[src/mdp_pkg.sv]
package mdp_pkg;
   // Register indices (word indices, not byte offsets: byte address = 4*index).
   localparam logic [11:0] IDX_MAINS_FREQ = 12'h022;
   localparam logic [11:0] IDX_CONTRAST = 12'h023;
   localparam logic [11:0] IDX_OP_LIGHT = 12'h024;
   localparam logic [11:0] IDX_SCREEN_PROF = 12'h025;
   localparam logic [11:0] IDX_ROT_PROF = 12'h026;
   localparam logic [11:0] IDX_ROT_TIME = 12'h027;
   localparam logic [11:0] IDX_MINMAX_CLR = 12'h1fa;
   localparam logic [11:0] IDX_ENERGY_CLR = 12'h1fb;
   localparam logic [11:0] IDX_IDLE_INTERVAL = 12'h2ea;
   localparam logic [11:0] IDX_STBY_LIGHT = 12'h2eb;
   localparam logic [11:0] IDX_STATUS = 12'h300;
   localparam logic [11:0] IDX_CONTROL = 12'h301;
   // Status and control field positions.
   localparam int ST_FREQ_ERR = 0;
   localparam int ST_AUTO_ROT = 1;
   localparam int ST_STANDBY = 2;
   localparam int ST_ROT_DIR_LO = 3;
   localparam int ST_ERR_CODE_LO = 16;
   localparam int CT_ERR_ACK = 0;
   // Reset values and limits.
   localparam logic [15:0] RST_MAINS_FREQ = 16'h0000;
   localparam logic [15:0] RST_CONTRAST = 16'h0005;
   localparam logic [15:0] RST_OP_LIGHT = 16'h0006;
   localparam logic [15:0] RST_PROFILE = 16'h0000;
   localparam logic [15:0] RST_ROT_TIME = 16'h0000;
   localparam logic [15:0] RST_IDLE_INTERVAL = 16'h0384;
   localparam logic [15:0] RST_STBY_LIGHT = 16'h0000;
   localparam logic [15:0] CLEAR_CMD = 16'h0001;
   localparam logic [15:0] FREQ_MIN = 16'h002d;
   localparam logic [15:0] FREQ_MAX = 16'h0041;
   localparam logic [15:0] LEVEL_MAX = 16'h0009;
   localparam logic [15:0] PROF_MAX = 16'h0003;
   localparam logic [15:0] ROT_TIME_MAX = 16'h003c;
   localparam logic [15:0] IDLE_MIN = 16'h003c;
   localparam logic [15:0] IDLE_MAX = 16'h270f;
   localparam logic [15:0] FREQ_ERR_CODE = 16'h01f4;
   localparam logic [3:0] LIGHT_MIN = 4'h0;
   localparam logic [3:0] LIGHT_MAX = 4'h9;
   // Timing.
   localparam longint CLK_HZ = 125000000;
   localparam int ERR_HOLD_S = 5;
   localparam int MANUAL_TIMEOUT_S = 60;
   localparam int SCREEN_REFRESH_S = 1;
   localparam int FLASH_HALF_MS = 500;
   typedef enum logic [1:0] {ROT_NONE, ROT_RIGHT, ROT_LEFT} mdp_rot_t;
endpackage

[src/mdp_tick_if.sv]
interface mdp_tick_if;
   logic secTick;
   logic flashTick;
   modport source (output secTick, output flashTick);
   modport sink (input secTick, input flashTick);
endinterface

[src/mdp_tick_gen.sv]
module mdp_tick_gen #(
   parameter longint SEC_CYCLES = mdp_pkg::CLK_HZ,
   parameter longint FLASH_CYCLES = mdp_pkg::CLK_HZ / 2
)(
   input wire logic clk,
   input wire logic sys_rst,
   mdp_tick_if.source ticks
);
   import mdp_pkg::*;
   logic [31:0] secCnt;
   logic [31:0] flashCnt;
   always_ff @(posedge clk or posedge sys_rst)
   begin
      if (sys_rst)
         secCnt <= 32'h0;
      else if (secCnt >= 32'(SEC_CYCLES - 1))
         secCnt <= 32'h0;
      else
         secCnt <= secCnt + 32'h1;
   end
   always_ff @(posedge clk or posedge sys_rst)
   begin
      if (sys_rst)
         flashCnt <= 32'h0;
      else if (flashCnt >= 32'(FLASH_CYCLES - 1))
         flashCnt <= 32'h0;
      else
         flashCnt <= flashCnt + 32'h1;
   end
   assign ticks.secTick = (secCnt >= 32'(SEC_CYCLES - 1));
   assign ticks.flashTick = (flashCnt >= 32'(FLASH_CYCLES - 1));
endmodule

[src/mdp_param_bank.sv]
// Contract
// - Writing 1 to min/max clear pulses a clear of all min/max values.
// - Auto frequency detection runs only while phase-one voltage exceeds 10 V.
// - Auto mode with voltage absent and no frequency raises error 500.
// - During the error the last measured frequency stays in use.
// - The error clears itself about 5 s after frequency returns.
// - No frequency error while a fixed frequency is set.
// - Mains frequency accepts 0 (automatic) or 45 to 65 Hz.
// - Writing 1 to energy clear resets all three energy meters together.
// - Harmonics up to order 40 on a 45 to 65 Hz fundamental.
// - Distortion ratio is root of summed harmonics over fundamental.
// - Values recalculated every 10/12 periods, screens refreshed each second.
// - Auto rotation only with a rotation time above zero.
// - Buttons step screens; 60 s without press returns to rotation.
// - Rotation time 0 to 60 s for all profiles; 0 disables rotation.
// - Rotation profile selector takes 0 to 3; 3 is user-defined.
// - Screen profile 0 to 3; first screen shown after power returns.
// - Clockwise shows right-hand, anticlockwise left-hand, else stationary.
// - Contrast 0 to 9, default 5.
// - Operating backlight level 0 to 9, default 6, on press and restart.
// - After idle interval 60 to 9999 s, default 900, standby level applies.
// - Buttons one to three restore operating level and restart idle time.
// - Identify request flashes backlight between maximum and minimum.
//
// Implementation choice: register access over APB.
module mdp_param_bank #(
   parameter longint SEC_CYCLES = mdp_pkg::CLK_HZ,
   parameter int SCREEN_COUNT_W = 4
)(
   input wire logic clk,
   input wire logic sys_rst,
   input wire logic psel,
   input wire logic penable,
   input wire logic pwrite,
   input wire logic [13:0] paddr,
   input wire logic [31:0] pwdata,
   output logic [31:0] prdata,
   output logic pready,
   output logic pslverr,
   input wire logic [2:0] buttonPress,
   input wire logic voltagePresent,
   input wire logic freqValid,
   input wire logic [15:0] measuredFreq,
   input wire logic phaseSeqValid,
   input wire logic phaseSeqClockwise,
   input wire logic identifyRequest,
   input wire logic calcStrobe,
   output logic minmaxClear,
   output logic energyClear,
   output logic freqAutoEnable,
   output logic [15:0] effectiveFreq,
   output logic freqError,
   output logic [15:0] errorCode,
   output logic [5:0] harmonicMaxOrder,
   output logic calcEnable,
   output logic screenRefresh,
   output logic autoRotate,
   output logic [1:0] activeProfile,
   output logic [SCREEN_COUNT_W-1:0] screenIndex,
   output logic [1:0] rotationIndicator,
   output logic [3:0] contrastLevel,
   output logic [3:0] backlightLevel
);
   import mdp_pkg::*;

   localparam logic [5:0] HARMONIC_ORDER = 6'h28;
   localparam logic [15:0] ERR_HOLD_SEC = 16'(ERR_HOLD_S);
   localparam logic [15:0] MANUAL_SEC = 16'(MANUAL_TIMEOUT_S);

   mdp_tick_if ticks();
   mdp_tick_gen #(.SEC_CYCLES(SEC_CYCLES),
      .FLASH_CYCLES(SEC_CYCLES * FLASH_HALF_MS / 1000)) uTicks (
      .clk(clk),
      .sys_rst(sys_rst),
      .ticks(ticks)
   );

   logic [15:0] mainsFreqSel;
   logic [15:0] contrast;
   logic [15:0] opLight;
   logic [15:0] screenProfile;
   logic [15:0] rotProfile;
   logic [15:0] rotTime;
   logic [15:0] idleInterval;
   logic [15:0] stbyLight;
   logic [15:0] lastFreq;
   logic [15:0] errHoldCnt;
   logic [15:0] idleCnt;
   logic [15:0] manualCnt;
   logic [15:0] rotCnt;
   logic standby;
   logic manualMode;
   logic flashPhase;
   logic anyPress;
   logic stepPress;
   logic errAck;
   logic [11:0] regIdx;
   logic wrStrobe;
   logic [15:0] wdata;
   logic mapped;

   assign regIdx = paddr[13:2];
   assign wrStrobe = psel && penable && pwrite;
   assign wdata = pwdata[15:0];
   assign pready = 1'b1;
   assign anyPress = |buttonPress;
   assign stepPress = buttonPress[0] | buttonPress[1];

   always_comb
   begin
      case (regIdx)
         IDX_MAINS_FREQ, IDX_CONTRAST, IDX_OP_LIGHT, IDX_SCREEN_PROF,
         IDX_ROT_PROF, IDX_ROT_TIME, IDX_MINMAX_CLR, IDX_ENERGY_CLR,
         IDX_IDLE_INTERVAL, IDX_STBY_LIGHT, IDX_STATUS, IDX_CONTROL:
            mapped = 1'b1;
         default:
            mapped = 1'b0;
      endcase
   end
   assign pslverr = psel && penable && !mapped;

   // Each parameter only loads a legal value; anything else keeps the old one.
   always_ff @(posedge clk or posedge sys_rst)
   begin
      if (sys_rst)
      begin
         mainsFreqSel <= RST_MAINS_FREQ;
         contrast <= RST_CONTRAST;
         opLight <= RST_OP_LIGHT;
         screenProfile <= RST_PROFILE;
         rotProfile <= RST_PROFILE;
         rotTime <= RST_ROT_TIME;
         idleInterval <= RST_IDLE_INTERVAL;
         stbyLight <= RST_STBY_LIGHT;
      end
      else if (wrStrobe)
      begin
         case (regIdx)
            IDX_MAINS_FREQ:
               if (wdata == 16'h0 || (wdata >= FREQ_MIN && wdata <= FREQ_MAX))
                  mainsFreqSel <= wdata;
            IDX_CONTRAST:
               if (wdata <= LEVEL_MAX)
                  contrast <= wdata;
            IDX_OP_LIGHT:
               if (wdata <= LEVEL_MAX)
                  opLight <= wdata;
            IDX_SCREEN_PROF:
               if (wdata <= PROF_MAX)
                  screenProfile <= wdata;
            IDX_ROT_PROF:
               if (wdata <= PROF_MAX)
                  rotProfile <= wdata;
            IDX_ROT_TIME:
               if (wdata <= ROT_TIME_MAX)
                  rotTime <= wdata;
            IDX_IDLE_INTERVAL:
               if (wdata >= IDLE_MIN && wdata <= IDLE_MAX)
                  idleInterval <= wdata;
            IDX_STBY_LIGHT:
               if (wdata <= LEVEL_MAX)
                  stbyLight <= wdata;
            default:
               ;
         endcase
      end
   end

   // Clear commands are one-cycle pulses to the measurement core.
   always_ff @(posedge clk or posedge sys_rst)
   begin
      if (sys_rst)
      begin
         minmaxClear <= 1'b0;
         energyClear <= 1'b0;
      end
      else
      begin
         minmaxClear <= wrStrobe && regIdx == IDX_MINMAX_CLR &&
            wdata == CLEAR_CMD;
         energyClear <= wrStrobe && regIdx == IDX_ENERGY_CLR &&
            wdata == CLEAR_CMD;
      end
   end

   assign errAck = wrStrobe && regIdx == IDX_CONTROL && pwdata[CT_ERR_ACK];

   // The frequency detector reports valid only above the 10 V threshold.
   assign freqAutoEnable = (mainsFreqSel == 16'h0) && voltagePresent;

   always_ff @(posedge clk or posedge sys_rst)
   begin
      if (sys_rst)
         lastFreq <= 16'h0;
      else if (freqAutoEnable && freqValid)
         lastFreq <= measuredFreq;
   end

   // Sampling keeps running on the last frequency rather than stopping.
   always_ff @(posedge clk or posedge sys_rst)
   begin
      if (sys_rst)
         effectiveFreq <= 16'h0;
      else if (mainsFreqSel != 16'h0)
         effectiveFreq <= mainsFreqSel;
      else
         effectiveFreq <= lastFreq;
   end

   // A new loss of frequency wins over a simultaneous acknowledge.
   always_ff @(posedge clk or posedge sys_rst)
   begin
      if (sys_rst)
         freqError <= 1'b0;
      else if (mainsFreqSel != 16'h0)
         freqError <= 1'b0;
      else if (!voltagePresent && !freqValid)
         freqError <= 1'b1;
      else if (errAck || (errHoldCnt >= ERR_HOLD_SEC))
         freqError <= 1'b0;
   end

   always_ff @(posedge clk or posedge sys_rst)
   begin
      if (sys_rst)
         errHoldCnt <= 16'h0;
      else if (!freqError || !(voltagePresent && freqValid))
         errHoldCnt <= 16'h0;
      else if (ticks.secTick)
         errHoldCnt <= errHoldCnt + 16'h1;
   end

   assign errorCode = freqError ? FREQ_ERR_CODE : 16'h0;
   assign harmonicMaxOrder = HARMONIC_ORDER;
   // Harmonic and distortion arithmetic needs a fundamental in range.
   assign calcEnable = calcStrobe &&
      effectiveFreq >= FREQ_MIN && effectiveFreq <= FREQ_MAX;
   assign screenRefresh = ticks.secTick;

   // Manual stepping holds off rotation until a minute passes with no press.
   always_ff @(posedge clk or posedge sys_rst)
   begin
      if (sys_rst)
      begin
         manualMode <= 1'b0;
         manualCnt <= 16'h0;
      end
      else if (anyPress)
      begin
         manualMode <= 1'b1;
         manualCnt <= 16'h0;
      end
      else if (manualMode && ticks.secTick)
      begin
         if (manualCnt + 16'h1 >= MANUAL_SEC)
            manualMode <= 1'b0;
         manualCnt <= manualCnt + 16'h1;
      end
   end

   assign autoRotate = !manualMode && rotTime != 16'h0;
   assign activeProfile = manualMode ? screenProfile[1:0] : rotProfile[1:0];

   always_ff @(posedge clk or posedge sys_rst)
   begin
      if (sys_rst)
      begin
         screenIndex <= '0;
         rotCnt <= 16'h0;
      end
      else if (stepPress)
      begin
         screenIndex <= screenIndex + 1'b1;
         rotCnt <= 16'h0;
      end
      else if (autoRotate && ticks.secTick)
      begin
         if (rotCnt + 16'h1 >= rotTime)
         begin
            screenIndex <= screenIndex + 1'b1;
            rotCnt <= 16'h0;
         end
         else
            rotCnt <= rotCnt + 16'h1;
      end
   end

   always_ff @(posedge clk or posedge sys_rst)
   begin
      if (sys_rst)
         rotationIndicator <= ROT_NONE;
      else if (!phaseSeqValid)
         rotationIndicator <= ROT_NONE;
      else if (phaseSeqClockwise)
         rotationIndicator <= ROT_RIGHT;
      else
         rotationIndicator <= ROT_LEFT;
   end

   // Idle timer for the backlight; any of the three buttons restarts it.
   always_ff @(posedge clk or posedge sys_rst)
   begin
      if (sys_rst)
      begin
         standby <= 1'b0;
         idleCnt <= 16'h0;
      end
      else if (anyPress)
      begin
         standby <= 1'b0;
         idleCnt <= 16'h0;
      end
      else if (!standby && ticks.secTick)
      begin
         if (idleCnt + 16'h1 >= idleInterval)
            standby <= 1'b1;
         idleCnt <= idleCnt + 16'h1;
      end
   end

   always_ff @(posedge clk or posedge sys_rst)
   begin
      if (sys_rst)
         flashPhase <= 1'b0;
      else if (!identifyRequest)
         flashPhase <= 1'b0;
      else if (ticks.flashTick)
         flashPhase <= !flashPhase;
   end

   always_ff @(posedge clk or posedge sys_rst)
   begin
      if (sys_rst)
      begin
         contrastLevel <= RST_CONTRAST[3:0];
         backlightLevel <= RST_OP_LIGHT[3:0];
      end
      else
      begin
         contrastLevel <= contrast[3:0];
         if (identifyRequest)
            backlightLevel <= flashPhase ? LIGHT_MIN : LIGHT_MAX;
         else if (standby)
            backlightLevel <= stbyLight[3:0];
         else
            backlightLevel <= opLight[3:0];
      end
   end

   // Reads return data in the access cycle; clear registers read as zero.
   always_comb
   begin
      prdata = 32'h0;
      if (psel && !pwrite)
      begin
         case (regIdx)
            IDX_MAINS_FREQ: prdata = {16'h0, mainsFreqSel};
            IDX_CONTRAST: prdata = {16'h0, contrast};
            IDX_OP_LIGHT: prdata = {16'h0, opLight};
            IDX_SCREEN_PROF: prdata = {16'h0, screenProfile};
            IDX_ROT_PROF: prdata = {16'h0, rotProfile};
            IDX_ROT_TIME: prdata = {16'h0, rotTime};
            IDX_IDLE_INTERVAL: prdata = {16'h0, idleInterval};
            IDX_STBY_LIGHT: prdata = {16'h0, stbyLight};
            IDX_STATUS:
            begin
               prdata[ST_FREQ_ERR] = freqError;
               prdata[ST_AUTO_ROT] = autoRotate;
               prdata[ST_STANDBY] = standby;
               prdata[ST_ROT_DIR_LO +: 2] = rotationIndicator;
               prdata[ST_ERR_CODE_LO +: 16] = errorCode;
            end
            default: prdata = 32'h0;
         endcase
      end
   end
endmodule

[config.mk]
export PLATFORM = sky130hd
export DESIGN_NAME = mdp_param_bank
export DESIGN_NICKNAME = d
export VERILOG_FILES = /design/src/mdp_pkg.sv /design/src/mdp_tick_if.sv /design/src/mdp_tick_gen.sv /design/src/mdp_param_bank.sv
export SDC_FILE = /design/constraint.sdc
export NUM_CORES = 1
export LEC_CHECK = 0
export ABC_CLOCK_PERIOD_IN_PS = 9400
export BUFFER_PORTS_ARGS = -buffer_cell sky130_fd_sc_hd__buf_2
export CORE_MARGIN = 5
export CORE_UTILIZATION = 59
export CTS_CLUSTER_DIAMETER = 150
export DETAILED_ROUTE_END_ITERATION = 8
export GPL_TIMING_DRIVEN = 0
export PLACE_DENSITY_LB_ADDON = 0.1
export SYNTH_ARGS = -nofsm -noshare
export SYNTH_HDL_FRONTEND = slang
export SYNTH_SLANG_ARGS = --single-unit
export TNS_END_PERCENT = 5
[constraint.sdc]
create_clock -name clk -period 9.4 [get_ports clk]
set_clock_uncertainty 0.15 [all_clocks]
set_input_delay 0 -clock clk [delete_from_list [all_inputs] [get_ports clk]]
set_output_delay 0 -clock clk [all_outputs]
set_load 0.01 [all_outputs]
==> results.md <==
Setup path:
- The endpoint required time on the critical path is approximately 9.7 ns.
- The critical path endpoint category is a flip-flop.
- Measured in cells, the most critical reg-to-reg path has a length of 16.
- The longest individual stage delay on the worst path is 0.44 ns.
- The source of the worst register-to-register timing path is rotCnt[0].
- The critical path is of the flip-flop to flip-flop type.
- The worst setup path is launched from a flip-flop.
- The cell type of the slowest stage on the worst timing path is dfrtp_1.
- The peak fanout along the critical path is 10.
- The endpoint identified for the worst register-to-register timing path is rotCnt[6].
- Traced cell by cell, the critical path runs through ha_1 > and3_1 > and3_1 > and2_1 > and4_1 > xnor2_1 > inv_1 > ha_1 > nand4_1 > nor2_1 > o211a_1 > a2111o_1 > clkbuf_1 > buf_1 > o21bai_1 > a22o_1.
- Data on the critical path arrives at its endpoint at 4.35 ns.
- The sum of buffers and inverters on the critical path is 3.
- The top cell family by delay on the critical path is simple AND/OR/NAND/NOR gates.
- The worst register-to-register path has a setup slack of approximately 5.3 ns.

Yosys:
- The mean instance size in the synthesized netlist is just over 10 sq um.
- Sorting the synthesized cells by how often they occur yields dfrtp_1, nor2_1, nand2_1.
- The number of synthesized flops with an enable pin is 0.
- The most frequently used flop master after synthesis is dfrtp_1.
- The most common cell in the synthesized netlist is dfrtp_1.
- The count of yosys warnings during synthesis is 0.
- The flop and latch count out of synthesis is between 300 and 400.
- Counting every instance in the synthesized netlist gives ~1500.
- The fraction of registers with async set or reset after synthesis is 100.0%.
- After synthesis the cells add up to ~16000 sq um.
- The count of cell types in the netlist is between 80 and 90.
- The sequential share of the synthesized area is 49.56%.
- The synthesized design spends more area on one cell type than any other, namely dfrtp_1.
- Of the post-synthesis cell area, the dominant cell type holds 47.54%.
- By area the synthesized netlist is led by dfrtp_1, ha_1, nor2_1, mux2_2, and2_1.

Timing:
- The clock period minus worst slack is 4.094 ns.
- In this run the tightest slew margin relative to its limit is ~28%.
- Setup violations remaining at the end of the flow were counted as 0.
- The final worst hold slack is between 0.03 and 0.04 ns.
- The final critical path takes up between 40 and 50% of the cycle.
- The final-report hold violation count is 0.
- The final-report max-slew violation count was 0.
- Timing would allow up to approximately 240 MHz.
- Setup repair after global routing left no endpoint under its margin.
- At the pin with the least slew margin, the transition time is 1.061 ns.

Drt:
- Dividing the detail-routed via count by the number of cells gives just under 6.
- The sum of routed wire length over all layers is 40580 microns.
- The number of design rule violations left after detail routing is 0.
- The total iterations of the first detailed-routing run is 8.
- The average wire length per cell after detail routing is 18.93 microns.
- The routed layout has 12580 vias.
- The remaining number of nets flagged by the antenna check after routing is 0.
- The count of routing violations after the opening detailed-route iteration is approximately 1200.

Worst hold path:
- The classification of the worst-slack hold path is input pin to flip-flop.
- The startpoint of the tightest hold check path is paddr[12].
- The hold path depth is 5.
- The sink of the worst hold path is stbyLight[13].

Clock network:
- The root buffer cell chosen for the clock tree is clkbuf_16.
- The CTS buffer count is 36.
- The H-tree depth reported by CTS is 2.
- The clock slew seen by the registers of the worst setup and hold paths is 0.06 ns.
- In this run the deepest clock path goes through 3 buffers.
- The total number of clock tree sinks is approximately 300.
- For the worst-skew pair, the clock arrives at the later sink with an insertion delay of about 0.53 ns.
- The number of cells upsized or downsized after cts is 0.
- TritonCTS built the clock tree.

Placed design:
- The count of buffers added on input and output ports is about 120.
- Routability-driven placement finished with a final weighted congestion of 0.9507.
- In this run, placement finished with an instance count of roughly 2000.
- Once detailed placement completed, the half-perimeter wirelength came to between 20000 and 30000 microns.

Power:
- The clock network power share is between 40% and 50%.
- The net switching power figure is between 0.6 and 0.7 mW.
- The proportion of total power due to net switching is between 20% and 30%.
- The leakage power of the design is roughly 8.7 nW.
- The internal power is roughly 2.4 mW.
- The worst ir drop on vdd is around 0.00019 V.
- The sequential share of power is 45.3%.
- The power density relative to cell area is approximately 160 nW/um^2.
- The combinational cell fraction of total power is 6.6%.

Cells and area:
- The non-filler instance count after layout is between 2000 and 2500.
- The share of cells above drive strength 1 is 18.87%.
- The fill cell instance count of the final layout is around 1900.
- The area growth from synthesis to layout is 20.40%.
- At the end of the flow, the number of nets in the layout was 1896.

Floorplan:
- For this design the top-level I/O count stands at 171.
- The overall die area is about 30000 sq um.
- Measured along the y axis, the die boundary spans 172.5 microns.
- The die span in x is 172.5 microns.
- The starting density of the core is about 60%.
- After floorplanning, the core was sized to cover approximately 26000 sq um.
- The floorplan has 59 rows.

Global route:
- The global-route wire length before repair is around 67000 microns.
- Global routing consumed, over all layers together, approximately 27% of the routing resources.
- The final global-route overflow total is 0.
- The number of antenna violations at the first check in global routing is 1.
- The via count of the first global-routing pass was approximately 13000.
- The largest net degree at the start of global routing is 130.

Run status:
- The flow ran to the end, and the final reports show no timing, DRC or antenna violations.

Job:
- Across the run, the number of max-cap violations was 0.
-- timing repair --
| action | 4_1_cts | 5_1_grt |
|---|---|---|
| hold buffers | 68 | 0 |
| setup buffers | 0 | 0 |
| endpoints found under the hold margin | 279 | 0 |
-- power groups by stage --
stage / clock, mW / combinational (mW) / sequential [mW]
5_1_grt: 1.55 / 0.224 / 1.39
6_report: 1.47 / 0.203 / 1.39
3_3_place_gp: 0 / 0.180 / 1.41
3_5_place_dp: 0 / 0.186 / 1.41
4_1_cts: 1.49 / 0.203 / 1.39
2_1_floorplan: 0 / 0.107 / 1.42
-- how the worst max path moves through the flow --
stage | cells past startpoint | startpoint | slack (ns) | end
final | 16 | rotCnt[0] | 5.31 | rotCnt[6]
after global routing | 16 | rotCnt[0] | 4.98 | rotCnt[5]
after CTS | 16 | rotCnt[0] | 5.30 | rotCnt[5]
after detailed placement | 16 | rotCnt[0] | 5.32 | rotCnt[5]
after global placement | 2 | sys_rst | -2.64 | uTicks.flashCnt[21]
after floorplan | 1 | sys_rst | 0.75 | backlightLevel[0]
-- tightest hold or removal path, cell delays in order --
cell,delay (ns)
buf_2,0.08
or4b_1,0.23
or4_4,0.18
nor3_4,0.06
nor2b_1,0.11
-- state kept, by name (all words and copies together), names as in the netlist, 2 cells and up --
register           count
rotCnt                16
idleCnt               16
errHoldCnt            16
rotProfile            16
idleInterval          16
contrast              16
stbyLight             16
rotationIndicator      2
lastFreq              16
backlightLevel         4
screenProfile         16
uTicks.secCnt         32
screenIndex            4
opLight               16
effectiveFreq         16
contrastLevel          4
mainsFreqSel          16
rotTime               16
manualCnt             16
uTicks.flashCnt       32
-- cell families (layout without fill, tap and decap cells) --
logic type	Yosys count	in the layout	share of synthesized area, %
compound gates	259	259	10.95
xor+xnor	85	85	4.778
fa+ha+maj	41	41	3.292
buf+inv	161	418	5.131
flops	308	308	49.56
mux	69	69	5.436
other cells	2	40	0.04820
simple gates	589	589	20.80
-- layer usage --
| layer | part of all wire (%) | wire (microns) | global-route usage, % | vias to the layer above |
|---|---|---|---|---|
| met3 | 8.4 | 3414 | 6.453 | 99 |
| met5 | 0 | 0 | 0 | - |
| met4 | 3.8 | 1526 | 9.838 | 0 |
| li1 | - | - | - | 5851 |
| met2 | 45 | 18300 | 41.95 | 502 |
| met1 | 43 | 17340 | 37.21 | 6132 |
-- placed cells by master (no fill, tap or decap), types with 9 or more instances in the layout --
cell type        n
a21o_1          19
a21oi_1         56
a221oi_1        10
a222oi_1        10
a22oi_1         18
a31oi_1         12
and2_1          66
and3_1          22
buf_2          139
buf_4           44
clkbuf_1        43
clkbuf_16       38
conb_1          38
dfrtp_1        296
dfstp_2         12
dlygate4sd3_1   68
ha_1            41
inv_1           55
mux2_2          42
mux2i_1         16
nand2_1         99
nand2b_1        11
nand3_1         49
nand4_1         26
nor2_1         135
nor2b_1         34
nor3_1          17
nor4_1          27
o21ai_0         67
o31ai_1         19
or2_2            9
or3_1           25
or4_1           20
xnor2_1         43
xor2_1          42
-- layout make-up --
| class | instances | area (sq um) | share of cell area, % |
|---|---|---|---|
| timing repair buffer | 191 | 1341 | 7.150 |
| sequential | 308 | 7722 | 41.17 |
| multi-input combinational | 1081 | 7194 | 38.35 |
| antenna | 2 | 5.005 | 0.02668 |
| clock inverter | 13 | 182.7 | 0.9738 |
| tap | 335 | 419.2 | 2.234 |
| buffer | 104 | 585.6 | 3.121 |
| inverter | 57 | 221.5 | 1.181 |
| clock buffer | 53 | 1087 | 5.796 |
-- per-stage QoR --
step / area (sq um) / power (mW) / setup TNS (ns) / setup WS [ns] / utilization (%)
after floorplan: 15720 / 1.522 / 0 / 0.7538 / -
after global placement: 16740 / 1.588 / -768.58 / -2.638 / 64.24
after detailed placement: 16800 / 1.595 / 0 / 5.318 / 64.48
after CTS: 18750 / 3.075 / 0 / 5.298 / 71.97
after global routing: 18760 / 3.163 / 0 / 4.977 / 71.98
final: 18760 / 3.057 / 0 / 5.306 / 71.99
Power figures use the tool's default switching activity.
